### config.mk
export PLATFORM = sky130hd
export DESIGN_NAME = psbs_ctrl
export DESIGN_NICKNAME = d
export VERILOG_FILES = /design/src/psbs_pkg.sv /design/src/psbs_ctrl.sv /design/src/psbs_fifo.sv
export VERILOG_INCLUDE_DIRS = /design/src
export SDC_FILE = /design/constraint.sdc
export NUM_CORES = 1
export LEC_CHECK = 0
export ABC_AREA = 1
export BUFFER_PORTS_ARGS = -buffer_cell sky130_fd_sc_hd__buf_2
export CAP_MARGIN = 10
export CORE_AREA = 2 2 145 147
export DETAILED_ROUTE_END_ITERATION = 8
export DIE_AREA = 0 0 147 149
export PLACE_DENSITY = 0.66
export SKIP_CTS_REPAIR_TIMING = 1
export SLEW_MARGIN = 20
export SYNTH_ARGS = -nofsm -noshare
export SYNTH_HDL_FRONTEND = slang
export SYNTH_SLANG_ARGS = --single-unit
### constraint.sdc
create_clock -name clk_sys -period 6.4 [get_ports clk_sys]
set_input_delay 0.64 -clock clk_sys [delete_from_list [all_inputs] [get_ports clk_sys]]
set_output_delay 0.64 -clock clk_sys [all_outputs]
set_load 0.02 [all_outputs]
### src/psbs_map.svh
// Register addresses, field positions, command codes and timing counts of the burst and sleep controller
`ifndef PSBS_MAP_SVH
`define PSBS_MAP_SVH
`define PSBS_ADDR_CAPABILITY 8'h03
`define PSBS_ADDR_POWER_MODE 8'h06
`define PSBS_ADDR_BURST_CFG 8'h08
`define PSBS_CFG_RESET 8'h05
`define PSBS_CFG_WORD_BIT 6
`define PSBS_CFG_ROW_CROSS_BIT 3
`define PSBS_CFG_TYPE_BIT 2
`define PSBS_CFG_LEN_FULL 2'h3
`define PSBS_CAP_ROW_CROSS_BIT 7
`define PSBS_CMD_REG_READ 8'h40
`define PSBS_CMD_REG_WRITE 8'hc0
`define PSBS_CMD_LINEAR_LOW 6'h20
`define PSBS_CMD_SYNC_LOW 6'h00
`define PSBS_CMD_WRITE_BIT 7
`define PSBS_PWR_LIGHT 8'hf0
`define PSBS_PWR_DEEP 8'hc0
`define PSBS_LEN16_MASK 11'h00f
`define PSBS_LEN32_MASK 11'h01f
`define PSBS_LEN64_MASK 11'h03f
`define PSBS_PAGE_BYTE_MASK 11'h7ff
`define PSBS_PAGE_WORD_MASK 11'h3ff
`define PSBS_CMD_LAST_EDGE 4'h5
`define PSBS_REG_WR_LAT_EDGES 5'h02
`define PSBS_RD_LAT_EDGES 5'h0a
`define PSBS_WR_LAT_EDGES 5'h0a
`define PSBS_FIFO_WIDTH 8
`define PSBS_FIFO_DEPTH 8
`define PSBS_CLK_PERIOD_PS 5000
`define PSBS_ROW_CROSS_WAIT_MIN_NS 30
`define PSBS_ROW_CROSS_WAIT_MAX_NS 65
`define PSBS_ROW_CROSS_WAIT_CYC ((`PSBS_ROW_CROSS_WAIT_MIN_NS * 1000 + `PSBS_CLK_PERIOD_PS - 1) / `PSBS_CLK_PERIOD_PS)
`define PSBS_ROW_CROSS_WAIT_MAX_CYC ((`PSBS_ROW_CROSS_WAIT_MAX_NS * 1000) / `PSBS_CLK_PERIOD_PS)
`endif

### src/psbs_pkg.sv
// Types shared by the burst and sleep controller
package psbs_pkg;
	typedef enum logic [2:0] {PSBS_ST_IDLE, PSBS_ST_CMD, PSBS_ST_LAT, PSBS_ST_WDATA, PSBS_ST_RDATA, PSBS_ST_IGNORE,
		PSBS_ST_LIGHT, PSBS_ST_DEEP} psbs_state_t;
	typedef enum logic [1:0] {PSBS_PWR_NONE, PSBS_PWR_LIGHT_REQ, PSBS_PWR_DEEP_REQ} psbs_pwr_t;
	typedef struct packed {
		logic lk1;
		logic lk2;
		logic lk3;
		logic ce1;
		logic ce2;
		logic ce3;
		logic cap1;
		logic cap2;
		logic [7:0] dq1;
		logic [7:0] dq2;
		psbs_state_t st;
		psbs_pwr_t pwr;
		logic [7:0] cfg;
		logic [7:0] cmd;
		logic [7:0] ma;
		logic [3:0] idx;
		logic [4:0] lat;
		logic [14:0] row;
		logic [10:0] col;
		logic [10:0] start;
		logic hyb_done;
		logic fetch;
		logic reg_rd;
		logic [3:0] wait_cnt;
		logic [7:0] dq_out;
		logic dq_oe;
		logic dqs;
		logic dqs_oe;
		logic arr_wr;
		logic [7:0] wdata;
		logic lost;
	} psbs_regs_t;
endpackage

### src/psbs_ctrl.sv
// Octal PSRAM pin-side command decode, burst column sequencing and sleep control
// How it works
// RULE1: Burst config resets to 32-unit hybrid wrap.
// RULE2: Type 0 wraps within aligned length block.
// RULE3: Length code selects 16, 32, 64, page.
// RULE4: Hybrid wraps block once, then runs page.
// RULE5: Linear commands force full-page wrap.
// RULE6: Linear burst wraps to page start.
// RULE7: Host issues new command for another page.
// RULE8: Row crossing only for capable linear reads.
// RULE9: Page is 2K bytes or 1K words.
// RULE10: Enabled crossing moves into next row.
// RULE11: Row crossing pauses data 30 to 65 ns.
// RULE12: Light sleep entered on chip-select rise.
// RULE13: Register writes take one-cycle latency.
// RULE14: Low chip-select pulse wakes from light sleep.
// RULE15: Deep power-down entered on chip-select rise.
// RULE16: Low chip-select pulse leaves deep power-down.
// RULE17: Leaving deep power-down restores register defaults.
// RULE18: Host spaces deep power-down entries apart.
// RULE19: Width bit selects byte or word mode.
// RULE20: Power register write-only; burst config readable.
// RULE21: Hybrid with page length equals plain wrap.
`timescale 1ns/1ps
`default_nettype none
`include "psbs_map.svh"
module psbs_ctrl
	import psbs_pkg::*;
(
	input wire logic clk_sys,
	input wire logic rst,
	input wire logic link_clk,
	input wire logic ce_n,
	input wire logic [7:0] dq_in,
	output logic [7:0] dq_out,
	output logic dq_oe,
	output logic dqs_out,
	output logic dqs_oe,
	input wire logic row_cross_capable,
	output logic [14:0] array_row,
	output logic [10:0] array_col,
	output logic array_rd,
	input wire logic [7:0] array_rdata,
	output logic array_wr,
	output logic [7:0] array_wdata,
	output logic word_wide_mode,
	output logic light_sleep,
	output logic deep_power_down,
	output logic contents_lost
);
	psbs_regs_t s;
	psbs_regs_t next_s;

	logic link_edge;
	logic ce_fall;
	logic ce_rise;
	logic linear;
	logic is_read;
	logic hybrid;
	logic cross_ok;
	logic fetch_go;
	logic advance;
	logic [10:0] pmask;
	logic [10:0] lmask;
	logic [10:0] wrapped;
	logic [10:0] start_col;
	logic [7:0] rd_val;
	logic fifo_in_ready;
	logic fifo_out_valid;
	logic fifo_out_ready;
	logic [7:0] fifo_out_data;

	function automatic logic [10:0] psbs_page_mask(input logic word);
		psbs_page_mask = word ? `PSBS_PAGE_WORD_MASK : `PSBS_PAGE_BYTE_MASK; // RULE9
	endfunction

	function automatic logic [10:0] psbs_len_mask(input logic [1:0] code, input logic word, input logic lin);
		logic [10:0] m;
		m = psbs_page_mask(word);
		if (!lin)
		begin
			case (code) // RULE3
				2'h0: m = `PSBS_LEN16_MASK;
				2'h1: m = `PSBS_LEN32_MASK;
				2'h2: m = `PSBS_LEN64_MASK;
				default: m = psbs_page_mask(word);
			endcase
		end
		psbs_len_mask = m; // RULE5
	endfunction

	psbs_fifo #(
		.WIDTH(`PSBS_FIFO_WIDTH),
		.DEPTH(`PSBS_FIFO_DEPTH)
	) u_read_fifo (
		.clk_sys(clk_sys),
		.rst(rst),
		.flush(ce_rise),
		.in_valid(fetch_go),
		.in_ready(fifo_in_ready),
		.in_data(array_rdata),
		.out_valid(fifo_out_valid),
		.out_ready(fifo_out_ready),
		.out_data(fifo_out_data)
	);

	assign dq_out = s.dq_out;
	assign dq_oe = s.dq_oe;
	assign dqs_out = s.dqs;
	assign dqs_oe = s.dqs_oe;
	assign array_row = s.row;
	assign array_col = s.col;
	assign array_rd = fetch_go;
	assign array_wr = s.arr_wr;
	assign array_wdata = s.wdata;
	assign word_wide_mode = s.cfg[`PSBS_CFG_WORD_BIT]; // RULE19
	assign light_sleep = s.st == PSBS_ST_LIGHT;
	assign deep_power_down = s.st == PSBS_ST_DEEP;
	assign contents_lost = s.lost;
	assign fifo_out_ready = (s.st == PSBS_ST_RDATA) & link_edge & ~s.reg_rd;

	always_comb
	begin
		next_s = s;
		next_s.lk1 = link_clk;
		next_s.lk2 = s.lk1;
		next_s.lk3 = s.lk2;
		next_s.ce1 = ce_n;
		next_s.ce2 = s.ce1;
		next_s.ce3 = s.ce2;
		next_s.dq1 = dq_in;
		next_s.dq2 = s.dq1;
		next_s.cap1 = row_cross_capable;
		next_s.cap2 = s.cap1;
		next_s.arr_wr = 1'b0;
		next_s.lost = 1'b0;

		link_edge = s.lk2 ^ s.lk3;
		ce_fall = s.ce3 & ~s.ce2;
		ce_rise = s.ce2 & ~s.ce3;
		linear = s.cmd[5:0] == `PSBS_CMD_LINEAR_LOW;
		is_read = ~s.cmd[`PSBS_CMD_WRITE_BIT];
		pmask = psbs_page_mask(s.cfg[`PSBS_CFG_WORD_BIT]);
		lmask = psbs_len_mask(s.cfg[1:0], s.cfg[`PSBS_CFG_WORD_BIT], linear);
		hybrid = s.cfg[`PSBS_CFG_TYPE_BIT] & ~linear & (s.cfg[1:0] != `PSBS_CFG_LEN_FULL); // RULE21
		cross_ok = linear & is_read & s.cfg[`PSBS_CFG_ROW_CROSS_BIT] & s.cap2; // RULE8
		wrapped = (s.col & ~lmask) | ((s.col + 11'h001) & lmask); // RULE2
		start_col = {s.col[10:8], s.dq2} & pmask;
		fetch_go = s.fetch & (s.wait_cnt == 4'h0) & fifo_in_ready;
		advance = fetch_go | s.arr_wr;

		case (s.ma)
			`PSBS_ADDR_BURST_CFG: rd_val = s.cfg; // RULE20
			`PSBS_ADDR_CAPABILITY: rd_val = {s.cap2, 7'h00};
			default: rd_val = 8'h00;
		endcase

		if (s.wait_cnt != 4'h0)
			next_s.wait_cnt = s.wait_cnt - 4'h1;

		// Column sequencing after each array access
		if (advance)
		begin
			if (cross_ok & (s.col == pmask))
			begin
				next_s.col = 11'h000; // RULE10
				next_s.row = s.row + 15'h0001;
				next_s.wait_cnt = 4'(`PSBS_ROW_CROSS_WAIT_CYC); // RULE11
			end
			else if (hybrid & ~s.hyb_done & (wrapped == s.start))
			begin
				next_s.col = ((s.col & ~lmask) + lmask + 11'h001) & pmask; // RULE4
				next_s.hyb_done = 1'b1;
			end
			else if (hybrid & s.hyb_done)
				next_s.col = (s.col + 11'h001) & pmask; // RULE4
			else
				next_s.col = wrapped & pmask; // RULE6
		end

		case (s.st)
			PSBS_ST_IDLE:
			begin
				if (ce_fall)
				begin
					next_s.st = PSBS_ST_CMD;
					next_s.idx = 4'h0;
				end
			end
			PSBS_ST_CMD:
			begin
				if (link_edge)
				begin
					next_s.idx = s.idx + 4'h1;
					case (s.idx)
						4'h0: next_s.cmd = s.dq2;
						4'h2: next_s.row[14:13] = s.dq2[1:0];
						4'h3: next_s.row[12:5] = s.dq2;
						4'h4:
						begin
							next_s.row[4:0] = s.dq2[7:3];
							next_s.col[10:8] = s.dq2[2:0];
						end
						`PSBS_CMD_LAST_EDGE:
						begin
							next_s.ma = s.dq2;
							next_s.col = start_col;
							next_s.start = start_col;
							next_s.hyb_done = 1'b0;
							next_s.reg_rd = 1'b0;
							next_s.st = PSBS_ST_LAT;
							if (s.cmd == `PSBS_CMD_REG_WRITE)
								next_s.lat = `PSBS_REG_WR_LAT_EDGES; // RULE13
							else if (s.cmd == `PSBS_CMD_REG_READ)
							begin
								next_s.lat = `PSBS_RD_LAT_EDGES;
								next_s.reg_rd = 1'b1;
								next_s.dqs_oe = 1'b1;
								next_s.dqs = 1'b0;
							end
							else if ((s.cmd[5:0] == `PSBS_CMD_SYNC_LOW) | linear)
							begin
								if (is_read)
								begin
									next_s.lat = `PSBS_RD_LAT_EDGES;
									next_s.fetch = 1'b1;
									next_s.dqs_oe = 1'b1;
									next_s.dqs = 1'b0;
								end
								else
									next_s.lat = `PSBS_WR_LAT_EDGES;
							end
							else
								next_s.st = PSBS_ST_IGNORE;
						end
						default:
						begin
						end
					endcase
				end
			end
			PSBS_ST_LAT:
			begin
				if (link_edge)
				begin
					next_s.lat = s.lat - 5'h01;
					if (s.lat == 5'h01)
						next_s.st = is_read ? PSBS_ST_RDATA : PSBS_ST_WDATA;
				end
			end
			PSBS_ST_WDATA:
			begin
				if (link_edge)
				begin
					if (s.cmd == `PSBS_CMD_REG_WRITE)
					begin
						if (s.ma == `PSBS_ADDR_BURST_CFG)
							next_s.cfg = {1'b0, s.dq2[6], 2'h0, s.dq2[3:0]}; // RULE19
						else if (s.ma == `PSBS_ADDR_POWER_MODE)
						begin
							if (s.dq2 == `PSBS_PWR_LIGHT)
								next_s.pwr = PSBS_PWR_LIGHT_REQ; // RULE12
							else if (s.dq2 == `PSBS_PWR_DEEP)
								next_s.pwr = PSBS_PWR_DEEP_REQ; // RULE15
						end
						next_s.st = PSBS_ST_IGNORE;
					end
					else
					begin
						next_s.arr_wr = 1'b1;
						next_s.wdata = s.dq2;
					end
				end
			end
			PSBS_ST_RDATA:
			begin
				if (link_edge)
				begin
					if (s.reg_rd)
					begin
						next_s.dq_out = rd_val; // RULE20
						next_s.dq_oe = 1'b1;
						next_s.dqs = ~s.dqs;
					end
					else if (fifo_out_valid)
					begin
						next_s.dq_out = fifo_out_data;
						next_s.dq_oe = 1'b1;
						next_s.dqs = ~s.dqs; // RULE11
					end
				end
			end
			PSBS_ST_IGNORE:
			begin
			end
			PSBS_ST_LIGHT:
			begin
				if (ce_fall)
					next_s.st = PSBS_ST_IGNORE; // RULE14
			end
			PSBS_ST_DEEP:
			begin
				if (ce_fall)
				begin
					next_s.st = PSBS_ST_IGNORE; // RULE16
					next_s.cfg = `PSBS_CFG_RESET; // RULE17
					next_s.lost = 1'b1; // RULE17
				end
			end
			default: next_s.st = PSBS_ST_IDLE;
		endcase

		// Chip select high ends any transfer and enters a requested power mode
		if (ce_rise & (s.st != PSBS_ST_LIGHT) & (s.st != PSBS_ST_DEEP))
		begin
			case (s.pwr)
				PSBS_PWR_LIGHT_REQ: next_s.st = PSBS_ST_LIGHT; // RULE12
				PSBS_PWR_DEEP_REQ: next_s.st = PSBS_ST_DEEP; // RULE15
				default: next_s.st = PSBS_ST_IDLE;
			endcase
			next_s.pwr = PSBS_PWR_NONE;
			next_s.fetch = 1'b0;
			next_s.reg_rd = 1'b0;
			next_s.dq_oe = 1'b0;
			next_s.dqs_oe = 1'b0;
			next_s.dqs = 1'b0;
			next_s.lat = 5'h00;
			next_s.wait_cnt = 4'h0;
		end
	end

	always_ff @(posedge clk_sys or posedge rst)
	begin
		if (rst)
		begin
			s <= '0;
			s.cfg <= `PSBS_CFG_RESET; // RULE1
			s.ce1 <= 1'b1;
			s.ce2 <= 1'b1;
			s.ce3 <= 1'b1;
		end
		else
			s <= next_s;
	end
endmodule
`default_nettype wire

### src/psbs_fifo.sv
// Flip-flop FIFO with valid and ready on both sides
`timescale 1ns/1ps
`default_nettype none
module psbs_fifo #(
	parameter int WIDTH = 8,
	parameter int DEPTH = 8
) (
	input wire logic clk_sys,
	input wire logic rst,
	input wire logic flush,
	input wire logic in_valid,
	output logic in_ready,
	input wire logic [WIDTH-1:0] in_data,
	output logic out_valid,
	input wire logic out_ready,
	output logic [WIDTH-1:0] out_data
);
	localparam int AW = (DEPTH > 1) ? $clog2(DEPTH) : 1;

	typedef struct packed {
		logic [DEPTH-1:0][WIDTH-1:0] mem;
		logic [AW-1:0] wp;
		logic [AW-1:0] rp;
		logic [AW:0] cnt;
	} psbs_fifo_regs_t;

	psbs_fifo_regs_t s;
	psbs_fifo_regs_t next_s;
	logic push;
	logic pop;

	assign in_ready = s.cnt != (AW + 1)'(DEPTH);
	assign out_valid = s.cnt != '0;
	assign out_data = s.mem[s.rp];

	always_comb
	begin
		next_s = s;
		push = in_valid & in_ready;
		pop = out_valid & out_ready;
		if (push)
		begin
			next_s.mem[s.wp] = in_data;
			next_s.wp = (s.wp == AW'(DEPTH - 1)) ? '0 : s.wp + 1'b1;
		end
		if (pop)
			next_s.rp = (s.rp == AW'(DEPTH - 1)) ? '0 : s.rp + 1'b1;
		if (push & ~pop)
			next_s.cnt = s.cnt + 1'b1;
		else if (pop & ~push)
			next_s.cnt = s.cnt - 1'b1;
		// Flush drops everything, including a push in the same cycle
		if (flush)
		begin
			next_s.wp = '0;
			next_s.rp = '0;
			next_s.cnt = '0;
		end
	end

	always_ff @(posedge clk_sys or posedge rst)
	begin
		if (rst)
			s <= '0;
		else
			s <= next_s;
	end
endmodule
`default_nettype wire

* Word-level counts from Yosys, hierarchy flattened *
Index checks and enable logic that the tools add are counted.

word-level totals
  register bits = 201
  output and inout bits = 51

cells by class
  add/sub/neg operators = 11
  magnitude comparators = 3
  eq/ne operators = 56
  multiplexer cells = 90
  bitwise gates (word level) = 42
  reductions and logical operators = 43

operators by type and width
  cell                                                             count
  11-bit AND                                                       6
  64-bit bitwise mux                                               1
  11-bit 2-to-1 mux                                                5
  49-bit 2-to-1 mux                                                1
  3-bit 2-to-1 mux                                                 15
  40-bit 2-to-1 mux                                                1
  5-bit 2-to-1 mux                                                 8
  8-bit 2-to-1 mux                                                 5
  11-bit case mux with 3 select lines                              1
  8-bit case mux with 2 select lines                               2
  10-bit 2-to-1 mux                                                3
  2-bit 2-to-1 mux                                                 14
  9-bit 2-to-1 mux                                                 3
  3-bit != test, second input constant                             9
  13-bit 2-to-1 mux                                                2
  26-bit 2-to-1 mux                                                1
  2-bit nonzero test                                               13
  8-bit binary-select mux with 3-bit select                        1
  8-bit demux with 3-bit select                                    1
  8-bit == test, second input constant                             3
  4-bit 2-to-1 mux                                                 6
  11-bit by 1-bit adder with 11-bit output, second input constant  2
  11-bit == test                                                   2
  22-bit 2-to-1 mux                                                1
  57 further kinds                                                 139

* Logic depth before layout (Yosys ltp) *
  depth after elaboration = 15
  mapped depth = 17
  depth with buffers taken out = 17

* Cells and area by module *
A second synthesis with hierarchy kept.

unflattened totals
  cells, all modules = 1,246
  area total of the unflattened synthesis = 10,358.7 µm²

by module, submodules not included
  module     times used  cells an instance  area each (µm²)  seq. area each (µm²)
  psbs_ctrl  1           833                6,677.7          2,909.0
  psbs_fifo  1           413                3,681.0          1,851.8

* Worst setup path before layout *
OpenSTA, ideal clock, no wires.

  kind = register to register
  start point = register s[21] in the netlist's numbering
  end point = register u_read_fifo.s[3] in the netlist's numbering
  arrival = 2,057 ps
  data required time = 6,273 ps
  slack = 4,217 ps
  stages on the path, launching flop included = 13
  buffers on the path = 0
  clock period less this slack = 2,183 ps
  cells stage by stage = dfrtp_1 > inv_1 > ha_1 > nand2_1 > nor2_1 > nand2_2 > inv_2 > nand2_1 > ha_1 > nand2_1 > o21ai_0 > xor2_1 > o22ai_1

between the ends
  word-level cells in the longest chain between the ends = 7

RTL lines
  element                                                         RTL line                          text
  from (decl)                                                     psbs_ctrl.sv:51                   psbs_regs_t s;
  from (signal assigned)                                          psbs_ctrl.sv:343                  s <= next_s;
  4-bit zero test *                                               psbs_ctrl.sv:149                  fetch_go = s.fetch & (s.wait_cnt == 4'h0) & fifo_in_ready;
  1-bit AND * (2 in a row)                                        psbs_ctrl.sv:149
  via array_rd                                                    psbs_ctrl.sv:42                   output logic array_rd,
  1-bit AND *                                                     psbs_fifo.sv:39                   push = in_valid & in_ready;
  1-bit AND / 1-bit inverter (equally long branches)              psbs_fifo.sv:48, psbs_fifo.sv:50
  4-bit 2-to-1 mux / 1-bit AND (equally long branches)            psbs_fifo.sv:48, psbs_fifo.sv:50
  10-bit 2-to-1 mux / 3-bit nonzero test (equally long branches)  n/a
  to (signal assigned)                                            psbs_fifo.sv:66                   s <= next_s;
  to (decl)                                                       psbs_fifo.sv:27                   psbs_fifo_regs_t s;

Mark *: on every way through the listed nets, which the timed path passes. The rest lies on a longest branch.
A chain may end at the register's enable or synchronous reset.

* Worst setup path after layout *
  start point = register s (netlist bit next_s[121])
  end point = register s[69] in the netlist's numbering

between the ends
  word-level cells in the longest chain between the ends = 5

RTL lines
  element                                                RTL line          text
  1-bit AND *                                            psbs_ctrl.sv:140  ce_rise = s.ce2 & ~s.ce3;
  1-bit AND * (2 in a row)                               psbs_ctrl.sv:314  if (ce_rise & (s.st != PSBS_ST_LIGHT) & (s.st != PSBS_ST_DEEP))
  5-bit != test (no line), or another cell as far along  n/a
  5-bit AND reduction (no line)                          n/a

Mark *: on every way between the ends. The rest lies on a longest branch, timed or not.

==> results.sh <==
export IMPL_synth_area_top_cells="dfrtp_1, nand2_1, o21ai_0"
export IMPL_first_iter_violations=595
export IMPL_grt_pass1_wl_mm=40.2
export IMPL_cts_tree="yes"
export IMPL_rsz0062_at_grt="false"
export IMPL_nets=1285
export IMPL_syn_instance_count=1224
export IMPL_cap_violations=0
export IMPL_die_w_um=147
export IMPL_p_per_area_nw_per_um2=476
export IMPL_seq_area_frac_synth=0.477
export IMPL_placementRows=53
export IMPL_syn_to_final_growth_pct=9.12
export IMPL_via_per_inst=5.43
export IMPL_hp_class="in2reg"
export IMPL_fin_cells=1533
export IMPL_drc=0
export IMPL_slew_violations=0
export IMPL_finalCritPeriodShare=0.477
export IMPL_crit_path_end_kind="register"
export IMPL_setup_slack_ps=3350
export IMPL_timing_hold_ws_ps=286
export IMPL_worstPathRequired_ps=6760
export IMPL_synth_top_family_by_area="simple AND/OR/NAND/NOR gates"
export IMPL_core_um2=20600
export IMPL_globalRouteMet2Util=0.393
export IMPL_final_cell_area_um2=10900
export IMPL_place_area_um2=10300
export IMPL_ctsRootBufferMaster="clkbuf_16"
export IMPL_relSlewSlack=0.344
export IMPL_tightest_slew_ps=983
export IMPL_synth_compound_area_share=0.149
export IMPL_ir_drop_mv=0.268
export IMPL_wl_per_cell_um=16.3
export IMPL_pre_cts_ws_ps=3390
export IMPL_dieArea_um2=21900
export IMPL_finalSetupViolations=0
export IMPL_firstDrtPassIters=5
export IMPL_r2r_cells=10
export IMPL_status="complete, no violations"
export IMPL_syn_avg_cell_area_um2=8.15
export IMPL_multi_input_area_um2=4250
export IMPL_clockBufferDepth=2
export IMPL_fillerInstances=1980
export IMPL_synth_cell_area_um2=9970
export IMPL_cp_max_fo=14
export IMPL_layout_min_cycle_time_ps=3050
export IMPL_vias=8327
export IMPL_ys_ff_latch=190
export IMPL_dieHeight_um=149
export IMPL_fin_util=0.529
export IMPL_yosys_warnings=0
export IMPL_yosysMostFrequentCell="nand2_1"
export IMPL_placed_cells=1501
export IMPL_finalWeightedCongestion=0.897
export IMPL_ys_types=49
export IMPL_synthAdderAreaFrac=0.0246
export IMPL_synth_xor_area_frac=0.0227
export IMPL_max_freq_ghz=0.328
export IMPL_yosys_area_top_type="dfrtp_1"
export IMPL_synth_commonest_cells="nand2_1, dfrtp_1, o21ai_0"
export IMPL_cp_arrival_ps=3410
export IMPL_final_hold_violation_count=0
export IMPL_clk_pin_slew_ps=80
export IMPL_synth_edff_count=0
export IMPL_ant_nets=0
export IMPL_cts_sinks=190
export IMPL_num_antenna_cells=0
export IMPL_grt_pass1_vias=7770
export IMPL_place_hpwl_mm=17.3
export IMPL_regArea_um2=4760
export IMPL_synth_flop_cell="dfrtp_1"
export IMPL_critPathLaunchType="register"
export IMPL_yosysTopAreaCellShare=0.464
export IMPL_antenna_found_initial=0
export IMPL_synthMuxAreaShare=0.00100
export IMPL_grt_remaining_overflow=0
export IMPL_skew_ps=16.4
export IMPL_worstSetupPathType="reg2reg"
export IMPL_io_pins=72
export IMPL_ys_async_sr_fraction=1.00
export IMPL_htree_num_levels=4
export IMPL_met1_usage=0.308
export IMPL_drt_wl_total_mm=25.0
export IMPL_p_total_mw=5.18
export IMPL_grt_start_max_net_pins=118
export IMPL_syn_nets=1264
export IMPL_p_leak_nw=5.23
export IMPL_tns_ps=0
export IMPL_clock_latency_ps=460
export IMPL_drive_above_1_share=0.131
export IMPL_whs_path_depth=1
export IMPL_start_util=0.485
export IMPL_portBuffers=71
export IMPL_busiest_layer="met2"
export IMPL_synth_simple_area_share=0.228
export IMPL_use_met3=0.0453
export IMPL_track_usage=0.233
export IMPL_cts_buffers=17
[worst paths after layout]
kind                             start     endpoint  slack [ps]
hold reg to reg            next_s[125]  next_s[124]         350
setup reg to reg           next_s[121]        s[69]        3350
hold / removal                dq_in[3]  next_s[106]         290
max in group asynchronous          rst        s[37]        4610
setup / recovery           next_s[121]        s[69]        3350
min in group asynchronous          rst  next_s[125]         330
[final cells by class]
cell class,count,area share
inverters,139,0.0486
repair buffers,73,0.0340
multi-input cells,824,0.390
well taps,275,0.0316
clock inverters,15,0.0187
clock buffers,17,0.0391
flip-flops and latches,190,0.438
[cells in the final DEF (no fill, tap or decap), drive strengths merged]
master  instances
clkbuf         17
o21ai         178
nor2          124
or2             2
a21oi          34
a32oi           1
o211ai         11
ha             18
inv           145
buf            73
o221ai          4
nand3b          1
o21a            1
xor2           18
nand4          27
fa              1
xnor2           7
a41oi           1
o21bai          3
nand3          87
a211oi          2
or3             1
a31oi          13
nor4           10
dfrtp         185
o22ai          20
o31ai           1
nand2         248
clkinv          9
nor3            9
dfstp           5
a21boi          1
mux2i           1
[critical path, stage by stage, from the launching register on]
cell	delay (ps)
dfstp_2	530
inv_1	50
nor2_2	160
inv_1	240
nor2_1	600
inv_1	410
o211ai_2	200
nand3_1	110
a31oi_2	340
nand2_1	130
o31ai_1	200
[state kept, by name (all words and copies together), names as in the netlist]
signal / count
next_s: 13
u_read_fifo.s: 74
array_col: 11
dq_oe: 1
array_wdata: 8
array_wr: 1
dqs_out: 1
dq_out: 8
array_row: 15
dqs_oe: 1
s: 55
contents_lost: 1
word_wide_mode: 1
[kinds of logic after synthesis]
family / Yosys count
compound gates: 270
xor+xnor: 25
fa+ha+maj: 19
buf+inv: 210
flops: 190
mux: 1
simple gates: 509
[layer usage]
layer  vias to the layer above  routed length, um
met5                         -                  0
met1                      3943              11000
met3                        46               1470
met2                       259              12000
li1                       4079                  -
met4                         0                473
[power by group]
part,switching (mW),internal (mW),total [mW]
Combinational,1.39,0.727,2.12
Sequential,0.339,1.62,1.96
Clock,0.565,0.542,1.11
Total,2.29,2.89,5.18
(Power assumes the default switching activity.)
